$ cat src/design/prefetch_cfg.svh
`ifndef PREFETCH_CFG_SVH
`define PREFETCH_CFG_SVH

// stream slots and their identifiers
`define STREAMS     4
`define ID_W        2

// effective and physical address layout
`define ADDR_W      32
`define BLOCK_SHIFT 5
`define PAGE_SHIFT  12
`define VPN_W       20
`define PPN_W       20

// translation buffer geometry, direct mapped on the low page bits
`define TLB_DEPTH   8
`define TLB_IDX_W   3
`define TLB_TAG_W   17

// stream descriptor widths
`define COUNT_W     8
`define STRIDE_W    16

// vector load beats into one destination register
`define VLD_BEATS   4
`define BEAT_W      2
`define WORD_W      32

`endif

$ cat src/design/prefetch_pkg.sv
package prefetch_pkg;
`include "prefetch_cfg.svh"

	// stream instruction kinds
	typedef enum logic [1:0] {
		CMD_TOUCH       = 2'h0,
		CMD_TOUCH_STORE = 2'h1,
		CMD_STOP        = 2'h2,
		CMD_STOP_ALL    = 2'h3
	} cmd_op_t;

	// per-slot stream state
	typedef enum logic [2:0] {
		SLOT_IDLE   = 3'h1,
		SLOT_ACTIVE = 3'h2,
		SLOT_SUSP   = 3'h4
	} slot_state_t;

	// walker states
	typedef enum logic [5:0] {
		ENG_IDLE   = 6'h01,
		ENG_LOOKUP = 6'h02,
		ENG_CHECK  = 6'h04,
		ENG_WALK   = 6'h08,
		ENG_PROBE  = 6'h10,
		ENG_FETCH  = 6'h20
	} eng_state_t;

	typedef struct packed {
		logic                        valid;
		cmd_op_t                     op;
		logic [`ID_W-1:0]            id;
		logic [`ADDR_W-1:0]          ea;
		logic [`COUNT_W-1:0]         count;
		logic signed [`STRIDE_W-1:0] stride;
	} stream_cmd_t;

	typedef struct packed {
		slot_state_t                 state;
		logic [`ADDR_W-1:0]          ea;
		logic [`COUNT_W-1:0]         count;
		logic signed [`STRIDE_W-1:0] stride;
		logic                        priv;
		logic                        for_store;
	} slot_t;

	typedef struct packed {
		logic                  valid;
		logic [`TLB_TAG_W-1:0] tag;
		logic [`PPN_W-1:0]     ppn;
		logic                  readable;
	} tlb_entry_t;

	typedef struct packed {
		logic              valid;
		logic              fault;
		logic              read_ok;
		logic [`PPN_W-1:0] ppn;
	} walk_rsp_t;

	typedef struct packed {
		logic               valid;
		logic               last_use;
		logic               coherence_keep;
		logic [`ADDR_W-1:0] addr;
	} access_t;

	typedef struct packed {
		logic               valid;
		logic               mark_lru;
		logic               bypass_mid;
		logic [`ADDR_W-1:0] addr;
	} hint_t;

	typedef struct packed {
		logic               start;
		logic               beat_valid;
		logic [`WORD_W-1:0] data;
		logic               tlb_inval;
	} vld_in_t;

	typedef struct packed {
		logic               we;
		logic [`BEAT_W-1:0] sel;
		logic [`WORD_W-1:0] wdata;
		logic               partial;
		logic               done;
	} vld_out_t;

endpackage

$ cat src/design/rr_arbiter.sv
`timescale 1ns/1ps
`include "prefetch_cfg.svh"
module rr_arbiter
	import prefetch_pkg::*;
(
	// clock and reset
	input  wire logic                 sys_clk,
	input  wire logic                 reset,
	// requests and grant
	input  wire logic [`STREAMS-1:0]  req,
	input  wire logic                 take,
	output logic                      any,
	output logic [`ID_W-1:0]          grant_id
);

	typedef struct packed {
		logic [`ID_W-1:0] ptr; // last slot granted
	} arb_state_t;

	arb_state_t       st;        // registered state
	arb_state_t       next_st;   // next state
	logic [`ID_W-1:0] cand;      // candidate slot in the search

	// search starts just past the last winner, so no slot starves
	always_comb begin
		next_st  = st;
		any      = 1'b0;
		grant_id = st.ptr;
		cand     = st.ptr;
		for (int k = 1; k <= `STREAMS; k++) begin
			cand = `ID_W'(int'(st.ptr) + k);
			if (!any && req[cand]) begin
				any      = 1'b1;
				grant_id = cand;
			end
		end
		// pointer moves only when the grant is used
		if (take && any) begin
			next_st.ptr = grant_id;
		end
	end

	// state register, last slot so slot 0 wins first after reset
	always_ff @(posedge sys_clk or posedge reset) begin
		if (reset) begin
			st.ptr <= {`ID_W{1'b1}};
		end else begin
			st <= next_st;
		end
	end

endmodule // rr_arbiter

$ cat src/design/tlb_store.sv
`timescale 1ns/1ps
`include "prefetch_cfg.svh"
module tlb_store
	import prefetch_pkg::*;
(
	// clock and reset
	input  wire logic                  sys_clk,
	input  wire logic                  reset,
	// read port, data one cycle later
	input  wire logic                  rd_en,
	input  wire logic [`TLB_IDX_W-1:0] rd_idx,
	output tlb_entry_t                 rd_entry,
	// fill port
	input  wire logic                  wr_en,
	input  wire logic [`TLB_IDX_W-1:0] wr_idx,
	input  tlb_entry_t                 wr_entry
);

	typedef struct packed {
		tlb_entry_t [`TLB_DEPTH-1:0] mem; // entries
		tlb_entry_t                  rd;  // read data register
	} tlb_state_t;

	tlb_state_t st;      // registered state
	tlb_state_t next_st; // next state

	// read sees the old entry when a fill hits the same index
	always_comb begin
		next_st = st;
		if (rd_en) begin
			next_st.rd = st.mem[rd_idx];
		end
		if (wr_en) begin
			next_st.mem[wr_idx] = wr_entry;
		end
	end

	// reset empties the buffer so no stale mapping survives
	always_ff @(posedge sys_clk or posedge reset) begin
		if (reset) begin
			st <= '0;
		end else begin
			st <= next_st;
		end
	end

	assign rd_entry = st.rd;

endmodule // tlb_store

$ cat src/design/vector_stream_prefetch_engine.sv
`timescale 1ns/1ps
`include "prefetch_cfg.svh"
// Function
// - stream lives from touch until done
// - complete after all fetchable blocks fetched
// - stop ends stream; new touch supplants
// - four independent stream slots at once
// - cache hits skip fetch, advance quickly
// - no completion indication toward software
// - all four tagged streams are implemented
// - round-robin arbitration for memory access
// - buffer miss triggers walk and fill
// - streams continue across page boundaries
// - own storage fault cancels only that stream
// - barriers neither cancel nor stall streams
// - ordinary misses harmless; ordinary fault cancels
// - normal access MRU, last-use access LRU
// - LRU victim may bypass middle levels
// - vector load may leave register partial
// - exceptions suspend; return resumes existing streams
// - suspended while data translation disabled
// - suspended while privilege differs from start
// - untranslatable or protected block terminates quietly
module vector_stream_prefetch_engine
	import prefetch_pkg::*;
(
	// clock and reset
	input  wire logic               sys_clk,
	input  wire logic               reset,
	// stream instructions from the core
	input  stream_cmd_t             cmd,
	// machine state and exception events
	input  wire logic               data_translation_enable,
	input  wire logic               privilege_state_flag,
	input  wire logic               exception_taken,
	input  wire logic               exception_return,
	input  wire logic               ord_dsi,
	// page table search
	output logic                    walk_req,
	output logic [`VPN_W-1:0]       walk_vpn,
	input  walk_rsp_t               walk_rsp,
	// cache presence probe
	output logic                    probe_req,
	output logic [`ADDR_W-1:0]      probe_addr,
	input  wire logic               probe_rsp_valid,
	input  wire logic               probe_hit,
	// memory fetch of a missing block
	output logic                    fetch_req,
	output logic [`ADDR_W-1:0]      fetch_addr,
	output logic                    fetch_for_store,
	input  wire logic               fetch_ack,
	// replacement hints for ordinary and last-use accesses
	input  access_t                 access,
	output hint_t                   hint,
	// vector load destination writes
	input  vld_in_t                 vld_in,
	output vld_out_t                vld_out
);

	typedef struct packed {
		slot_t [`STREAMS-1:0]  slots;    // stream slots
		eng_state_t            eng;      // walker state
		logic [`ID_W-1:0]      cur_id;   // slot being served
		logic                  kill;     // served slot changed under us
		logic [`PPN_W-1:0]     ppn;      // translated page
		logic                  walk_req; // page table search pending
		logic [`VPN_W-1:0]     walk_vpn; // page being searched
		logic                  probe_req;
		logic [`ADDR_W-1:0]    probe_addr;
		logic                  fetch_req;
		logic [`ADDR_W-1:0]    fetch_addr;
		logic                  fetch_store;
		logic                  tlb_we;   // fill pulse
		logic [`TLB_IDX_W-1:0] tlb_widx;
		tlb_entry_t            tlb_went;
		logic                  in_exc;   // between exception and return
		hint_t                 hint;
		vld_out_t              vld;
		logic                  vld_busy; // vector load in progress
		logic [`BEAT_W-1:0]    vld_beat; // next word of the register
	} top_state_t;

	top_state_t          st;       // registered state
	top_state_t          next_st;  // next state
	slot_t               cur;      // slot being served
	logic [`STREAMS-1:0] run_req;  // slots asking for memory
	logic                arb_any;  // some slot is runnable
	logic [`ID_W-1:0]    arb_id;   // round-robin winner
	logic                arb_take; // winner accepted
	tlb_entry_t          rd_ent;   // looked-up entry
	logic                tlb_hit;  // entry matches the page
	logic                do_adv;   // block handled, step the stream
	logic                do_term;  // stream cannot go on

	assign cur = st.slots[st.cur_id];

	// only running slots compete; suspended slots keep their place
	always_comb begin
		for (int i = 0; i < `STREAMS; i++) begin
			run_req[i] = (st.slots[i].state == SLOT_ACTIVE);
		end
	end

	assign arb_take = (st.eng == ENG_IDLE) && arb_any;

	// fair grant among slots, one block per win
	rr_arbiter u_arb (
		.sys_clk  (sys_clk),
		.reset    (reset),
		.req      (run_req),
		.take     (arb_take),
		.any      (arb_any),
		.grant_id (arb_id)
	);

	// translation buffer, indexed by the low page bits
	tlb_store u_tlb (
		.sys_clk  (sys_clk),
		.reset    (reset),
		.rd_en    (st.eng == ENG_LOOKUP),
		.rd_idx   (cur.ea[`PAGE_SHIFT +: `TLB_IDX_W]),
		.rd_entry (rd_ent),
		.wr_en    (st.tlb_we),
		.wr_idx   (st.tlb_widx),
		.wr_entry (st.tlb_went)
	);

	// each block is translated on its own, so crossing a page is routine
	assign tlb_hit = rd_ent.valid &&
		(rd_ent.tag == cur.ea[`ADDR_W-1 -: `TLB_TAG_W]);

	// all next-state logic
	always_comb begin
		next_st = st;
		do_adv  = 1'b0;
		do_term = 1'b0;
		// one-cycle pulses drop by default
		next_st.tlb_we      = 1'b0;
		next_st.hint.valid  = 1'b0;
		next_st.vld.we      = 1'b0;
		next_st.vld.partial = 1'b0;
		next_st.vld.done    = 1'b0;

		// exception window, a new exception wins over a return
		if (exception_taken) begin
			next_st.in_exc = 1'b1;
		end else if (exception_return) begin
			next_st.in_exc = 1'b0;
		end

		// suspension is re-evaluated every cycle, exceptions never cancel
		for (int i = 0; i < `STREAMS; i++) begin
			if (st.slots[i].state != SLOT_IDLE) begin
				if (st.in_exc || !data_translation_enable ||
					(privilege_state_flag != st.slots[i].priv)) begin
					next_st.slots[i].state = SLOT_SUSP;
				end else begin
					next_st.slots[i].state = SLOT_ACTIVE;
				end
			end
		end

		// walker: one block at a time, translation then probe then fetch
		case (st.eng)
			ENG_IDLE: begin
				if (arb_any) begin
					next_st.cur_id = arb_id;
					next_st.kill   = 1'b0;
					next_st.eng    = ENG_LOOKUP;
				end
			end
			ENG_LOOKUP: begin
				// buffer read is in flight
				next_st.eng = ENG_CHECK;
			end
			ENG_CHECK: begin
				if (st.kill) begin
					next_st.eng = ENG_IDLE;
				end else if (tlb_hit && !rd_ent.readable) begin
					do_term     = 1'b1;
					next_st.eng = ENG_IDLE;
				end else if (tlb_hit) begin
					next_st.ppn        = rd_ent.ppn;
					next_st.probe_req  = 1'b1;
					next_st.probe_addr = {rd_ent.ppn,
						cur.ea[`PAGE_SHIFT-1:`BLOCK_SHIFT], {`BLOCK_SHIFT{1'b0}}};
					next_st.eng        = ENG_PROBE;
				end else begin
					// miss: search the page table rather than give up
					next_st.walk_req = 1'b1;
					next_st.walk_vpn = cur.ea[`ADDR_W-1:`PAGE_SHIFT];
					next_st.eng      = ENG_WALK;
				end
			end
			ENG_WALK: begin
				if (walk_rsp.valid) begin
					next_st.walk_req = 1'b0;
					if (walk_rsp.fault) begin
						// own fault: end this stream, raise nothing
						do_term     = 1'b1;
						next_st.eng = ENG_IDLE;
					end else begin
						// fill even when killed, the mapping is still good
						next_st.tlb_we   = 1'b1;
						next_st.tlb_widx = st.walk_vpn[`TLB_IDX_W-1:0];
						next_st.tlb_went = '{valid: 1'b1,
							tag: st.walk_vpn[`VPN_W-1 -: `TLB_TAG_W],
							ppn: walk_rsp.ppn, readable: walk_rsp.read_ok};
						if (!walk_rsp.read_ok) begin
							do_term     = 1'b1;
							next_st.eng = ENG_IDLE;
						end else if (st.kill) begin
							next_st.eng = ENG_IDLE;
						end else begin
							next_st.ppn        = walk_rsp.ppn;
							next_st.probe_req  = 1'b1;
							next_st.probe_addr = {walk_rsp.ppn,
								cur.ea[`PAGE_SHIFT-1:`BLOCK_SHIFT], {`BLOCK_SHIFT{1'b0}}};
							next_st.eng        = ENG_PROBE;
						end
					end
				end
			end
			ENG_PROBE: begin
				if (probe_rsp_valid) begin
					next_st.probe_req = 1'b0;
					if (probe_hit || st.kill) begin
						// present already or stream killed: no memory traffic for this block
						do_adv      = 1'b1;
						next_st.eng = ENG_IDLE;
					end else begin
						next_st.fetch_req   = 1'b1;
						next_st.fetch_addr  = st.probe_addr;
						next_st.fetch_store = cur.for_store;
						next_st.eng         = ENG_FETCH;
					end
				end
			end
			ENG_FETCH: begin
				// a fetch in flight finishes even if its stream is gone
				if (fetch_ack) begin
					next_st.fetch_req = 1'b0;
					do_adv            = 1'b1;
					next_st.eng       = ENG_IDLE;
				end
			end
			default: begin
				next_st.eng = ENG_IDLE;
			end
		endcase

		// step the stream; the last block ends it, nothing reports it
		if (do_adv && !st.kill) begin
			next_st.slots[st.cur_id].ea = cur.ea +
				{{(`ADDR_W-`STRIDE_W){cur.stride[`STRIDE_W-1]}}, cur.stride};
			next_st.slots[st.cur_id].count = cur.count - `COUNT_W'(1);
			if (cur.count <= `COUNT_W'(1)) begin
				next_st.slots[st.cur_id].state = SLOT_IDLE;
			end
		end
		if (do_term && !st.kill) begin
			next_st.slots[st.cur_id].state = SLOT_IDLE;
		end

		// instructions come after the walker so they override its update;
		// barriers have no path here, so they neither stop nor wait
		if (cmd.valid) begin
			case (cmd.op)
				CMD_TOUCH, CMD_TOUCH_STORE: begin
					// supplant at once, the old request is not queued
					next_st.slots[cmd.id] = '{
						state: (cmd.count == '0) ? SLOT_IDLE : SLOT_ACTIVE,
						ea: cmd.ea, count: cmd.count, stride: cmd.stride,
						priv: privilege_state_flag,
						for_store: (cmd.op == CMD_TOUCH_STORE)};
					if (next_st.eng != ENG_IDLE && cmd.id == next_st.cur_id) begin
						next_st.kill = 1'b1;
					end
				end
				CMD_STOP: begin
					next_st.slots[cmd.id].state = SLOT_IDLE;
					if (next_st.eng != ENG_IDLE && cmd.id == next_st.cur_id) begin
						next_st.kill = 1'b1;
					end
				end
				CMD_STOP_ALL: begin
					for (int i = 0; i < `STREAMS; i++) begin
						next_st.slots[i].state = SLOT_IDLE;
					end
					next_st.kill = (next_st.eng != ENG_IDLE);
				end
				default: begin
					next_st.kill = next_st.kill;
				end
			endcase
		end

		// a fault on an ordinary access cancels every stream; its misses do not
		if (ord_dsi) begin
			for (int i = 0; i < `STREAMS; i++) begin
				next_st.slots[i].state = SLOT_IDLE;
			end
			next_st.kill = (next_st.eng != ENG_IDLE);
		end

		// replacement hints: last-use marks LRU, everything else MRU
		if (access.valid) begin
			next_st.hint.valid      = 1'b1;
			next_st.hint.mark_lru   = access.last_use;
			next_st.hint.bypass_mid = access.last_use && !access.coherence_keep;
			next_st.hint.addr       = access.addr;
		end

		// vector load writes word by word; invalidation stops it midway
		if (vld_in.start) begin
			next_st.vld_busy = 1'b1;
			next_st.vld_beat = '0;
		end else if (st.vld_busy && vld_in.tlb_inval) begin
			// words already written stay, the register is left partial
			next_st.vld_busy    = 1'b0;
			next_st.vld.partial = 1'b1;
		end else if (st.vld_busy && vld_in.beat_valid) begin
			next_st.vld.we    = 1'b1;
			next_st.vld.sel   = st.vld_beat;
			next_st.vld.wdata = vld_in.data;
			next_st.vld_beat  = st.vld_beat + `BEAT_W'(1);
			if (st.vld_beat == `BEAT_W'(`VLD_BEATS-1)) begin
				next_st.vld_busy = 1'b0;
				next_st.vld.done = 1'b1;
			end
		end
	end

	// state register; slots start empty, walker idle
	always_ff @(posedge sys_clk or posedge reset) begin
		if (reset) begin
			st <= '0;
			st.eng <= ENG_IDLE;
			for (int i = 0; i < `STREAMS; i++) begin
				st.slots[i].state <= SLOT_IDLE;
			end
		end else begin
			st <= next_st;
		end
	end

	// outputs straight from the state register
	assign walk_req        = st.walk_req;
	assign walk_vpn        = st.walk_vpn;
	assign probe_req       = st.probe_req;
	assign probe_addr      = st.probe_addr;
	assign fetch_req       = st.fetch_req;
	assign fetch_addr      = st.fetch_addr;
	assign fetch_for_store = st.fetch_store;
	assign hint            = st.hint;
	assign vld_out         = st.vld;

endmodule // vector_stream_prefetch_engine

$ cat config.mk
export PLATFORM = sky130hd
export DESIGN_NAME = vector_stream_prefetch_engine
export DESIGN_NICKNAME = d
export VERILOG_FILES = /design/src/design/prefetch_pkg.sv /design/src/design/rr_arbiter.sv /design/src/design/tlb_store.sv /design/src/design/vector_stream_prefetch_engine.sv
export VERILOG_INCLUDE_DIRS = /design/src /design/src/design
export SDC_FILE = /design/constraint.sdc
export NUM_CORES = 2
export LEC_CHECK = 0
export BUFFER_PORTS_ARGS = -buffer_cell sky130_fd_sc_hd__buf_2
export CELL_PAD_IN_SITES_DETAIL_PLACEMENT = 0
export CELL_PAD_IN_SITES_GLOBAL_PLACEMENT = 2
export CORE_MARGIN = 5
export CORE_UTILIZATION = 41
export CTS_CLUSTER_DIAMETER = 120
export CTS_CLUSTER_SIZE = 14
export DETAILED_ROUTE_END_ITERATION = 8
export GPL_ROUTABILITY_DRIVEN = 0
export PLACE_DENSITY = 0.8
export SETUP_SLACK_MARGIN = 0.15
export SYNTH_ARGS = -nofsm -noshare
export SYNTH_HDL_FRONTEND = slang
export SYNTH_SLANG_ARGS = --single-unit
$ cat constraint.sdc
create_clock -name sys_clk -period 33.5 [get_ports sys_clk]
set_clock_uncertainty 0.1 [all_clocks]
set_input_delay 1.675 -clock sys_clk [delete_from_list [all_inputs] [get_ports sys_clk]]
set_output_delay 1.675 -clock sys_clk [all_outputs]
set_load 0.05 [all_outputs]
==> results.md <==
* Commonest register cell after synthesis: dfrtp_1
* Synth async-reset ratio at 100.0%
* Post-CTS Setup Bufs at 0
* Min cycle time layout at 5.290 ns
* WP data arrival at 5.76 ns
* Die width at between 300 and 400 um
* Ports at 324
* WHS Endpoint: st[367]$_DFFE_PP0P_
* Area share of the leading cell type in the synthesized netlist at about half
* Most frequent cells in the layout: dfrtp_1 (794), nand2_1 (668), mux2_2 (438)
* Largest net degree at the start of global routing at 120
* # rows at between 100 and 150
* Delay-heaviest family, CP: compound AO/OA/AOI/OAI gates
* GRT Util Overall at 21.34%
* WP data required at about 34 ns
* DP Area at 0.04039 mm^2
* Drt pass-1 iters at 5
* Post-synth EDFFs at 0
* Hold depth at 2
* Num CTS Buffers at 67
* Met2 usage at 34.66%
* Area grow syn2layout at 9.224%
* Gate power share at 34.3%
* Unrepaired setup endpoints after global routing: no
* Hold-fix buffers, CTS at 0
* Via count at 25,700
* Initial antenna violation count at 18
* Synthesized area per cell at between 10 and 15 um^2
* CP max-delay cell: mux4_4
* PortBufs at 313
* Max-slew violation count at 0
* Synth warn at 0
* Grt ovf at 0
* CTS tree: done
* Slew of the pin with the lowest slew margin at 1.040 ns
* # placed instances at 4,664
* Min-delay worst type: flip-flop to flip-flop
* Sequential group share of total power at 39.5%
* P_sw at 1047 uW
* Setup-violating endpoint count in the final report at 0
* Synth area leaders: dfrtp_1 (51%), mux2_2 (13%), mux4_2 (7.6%)
* Internal power at ~1800 uW
* Fin cells at 4,760
* Largest area contributor in the netlist: dfrtp_1
* Maximum clock path buffer count at 3
* Hold Crit Start: st[367]$_DFFE_PP0P_
* Most common cell after layout, fill and taps aside: dfrtp_1
* Root buffer cell: clkbuf_16
* Worst skew pair latency at ~0.64 ns
* Synth unique cells at 64
* Sequential fraction of the synthesis area at 51.93%
* Clk slew on worst S/H paths at 0.07 ns
* Crit path largest cell delay at 0.95 ns
* Status: finished clean
* Final nets at around 3,700
* Post-route cell area at 0.04228 mm^2
* Post-route clock period utilization at 15.79%
* DRT iter0 DRCs at 1,632
* Vias in the first global route at 26,280
* RR Startpoint: st[229]$_DFF_PP0_
* Final Hold Fails at 0
* Pwr Density at 66.60 mW/mm^2
* DP HPWL at 66,480 um
* Core area at 0.09347 mm^2
* Post-CTS Resized at 0
* Drt via density at 5.399
* R2R Path End: st[293]$_DFF_PP0_
* Worst IR Drop VDD at 0.03965 mV
* Worst path depth at 10
* Antenna Nets Post-Route at 0
* Number of synthesized register bits at 803
* Initial Utilization at about two fifths
* WL per Instance at about 23 um
* Reg2reg setup slack at 28.21 ns
* Global-route wire length before repair at 165,600 um
* Kind of critical path: flip-flop to flip-flop
* Crit. End Element: flip-flop
* Setup tns final at 0 ns
* GRT Max-Usage Layer: met2
* H-Tree Depth at 3
* Buffers and inverters on the worst path at 1
* Grt met3 use at 3.747%
* Fmax at 189.1 MHz
* CP max FO at between 40 and 50
* Relative slew slack at 30.51%
* Max-Cap Viols at 0
* Clock share of power at 26.2%
* Layout cell share with drive strength beyond 1 at 30.05%
* # DRC at 0
* Sink Count at 803
* Fill cells at around 8,700
* Synth Instances at 3,391
* Leakage power at about 0.020 uW
* Startpoint types: flip-flop
* Die H at 317.3 um
* Grt met1 use at 30.46%
* Synthesized area at 0.03871 mm^2
* Post-Route WL at 107,900 um
* Cell Chain, Critical Path: buf_4, mux4_4, ha_1, a21oi_1, o21ai_0, a221oi_1, nor2_1, o31a_1, o311ai_0, a21o_1
* Switching Share at 37.18%
* Worst R2R Path Depth at 10
* Die ar. at 0.1007 mm^2
-- power by group through the flow --
stage                     clock network, uW  registers, uW  logic (uW)
after floorplan                           0           1110         752
after detailed placement                  0           1130         969
final                                   738           1110         967
after global placement                    0           1130         972
after CTS                               764           1110         972
after global routing                    796           1120        1060
-- synthesized netlist by cell type, drive strengths merged (4+ instances only) --
cell type,n
a21oi,120
mux2,438
a21boi,4
mux4,135
and2,8
dfstp,7
o21bai,4
or3,7
nand2b,9
or2,8
dfrtp,796
inv,31
nor3b,12
o21ai,157
a21o,20
a211oi,4
o31ai,10
nor2b,12
xor2,14
mux2i,68
nor3,24
and4,4
nor4,8
nor2,170
xnor2,36
nand2,671
o2111ai,4
nand4,8
o211ai,6
a221o,4
a31oi,78
ha,34
nand3,34
clkbuf,146
buf,210
a211o,4
o211a,4
and3,40
o21a,7
-- cell families (layout without fill, tap and decap cells) --
kind of cell | count (synthesis) | after routing | share of synthesized area, %
and+or+nand+nor | 1027 | 1027 | 11.12
other | 1 | 19 | 0.009687
AOI/OAI and AO/OA | 446 | 446 | 6.842
muxes | 641 | 641 | 22.39
buffers and inverters | 388 | 485 | 5.427
DFF | 803 | 803 | 51.93
xor gates and xnor gates | 50 | 50 | 1.131
adders and majority gates | 35 | 35 | 1.151
-- per-layer routing --
layer | part of all wire, % | wire [um]
met2 | 47 | 50470
met1 | 46 | 49860
met4 | 1.6 | 1757
met5 | 0.043 | 46
met3 | 5.4 | 5775
-- worst max path at each step --
stage	startpoint	slack (ns)	end
finish	st[229]$_DFF_PP0_	28.21	st[293]$_DFF_PP0_
global route	reset	27.68	st[97]$_DFFE_PP0P_
CTS	st[229]$_DFF_PP0_	28.17	st[293]$_DFF_PP0_
detailed placement	reset	27.53	u_tlb.st[221]$_DFFE_PP0P_
global placement	reset	27.53	u_tlb.st[221]$_DFFE_PP0P_
floorplan	reset	9.19	fetch_addr[10]$_DFFE_PP0P_
-- cell type report --
| class | instances | area, um^2 | share of cell area [%] |
|---|---|---|---|
| clock inverter | 7 | 122.6 | 0.2900 |
| sequential | 803 | 20110 | 47.56 |
| multi-input combinational | 2209 | 16620 | 39.31 |
| timing repair buffer | 367 | 1969 | 4.658 |
| clock buffer | 79 | 1743 | 4.122 |
| antenna | 9 | 22.52 | 0.05326 |
| tap | 1254 | 1569 | 3.711 |
| inverter | 32 | 127.6 | 0.3018 |
-- registers in the layout, summed over array words and instances (netlist names) --
register	count
u_tlb.st	312
fetch_addr	27
u_arb.st	2
hint	35
fetch_for_store	1
st	300
walk_req	1
fetch_req	1
vld_out	37
walk_vpn	20
u_tlb.rd_entry	39
probe_req	1
probe_addr	27
-- worst register-to-register path, delay by kind of cell (launching register included) --
kind / cells / cell delay, ns
DFF: 1 / 0.79
and+or+nand+nor: 1 / 0.09
buffers and inverters: 1 / 0.76
AOI/OAI and AO/OA: 6 / 1.98
muxes: 1 / 1.01
adders and majority gates: 1 / 0.52
-- stage by stage --
| stage | hold slack (ns) | power (uW) | worst slack (ns) | util [%] |
|---|---|---|---|---|
| after floorplan | 0.3403 | 1859 | 9.186 | - |
| after global placement | 0.3525 | 2100 | 27.53 | 43.21 |
| after detailed placement | 0.3601 | 2098 | 27.53 | 43.21 |
| after CTS | 0.3744 | 2848 | 28.17 | 45.21 |
| after global routing | 0.3944 | 2975 | 27.68 | 45.22 |
| final | 0.3715 | 2816 | 28.21 | 45.24 |
Power figures use the tool's default switching activity.
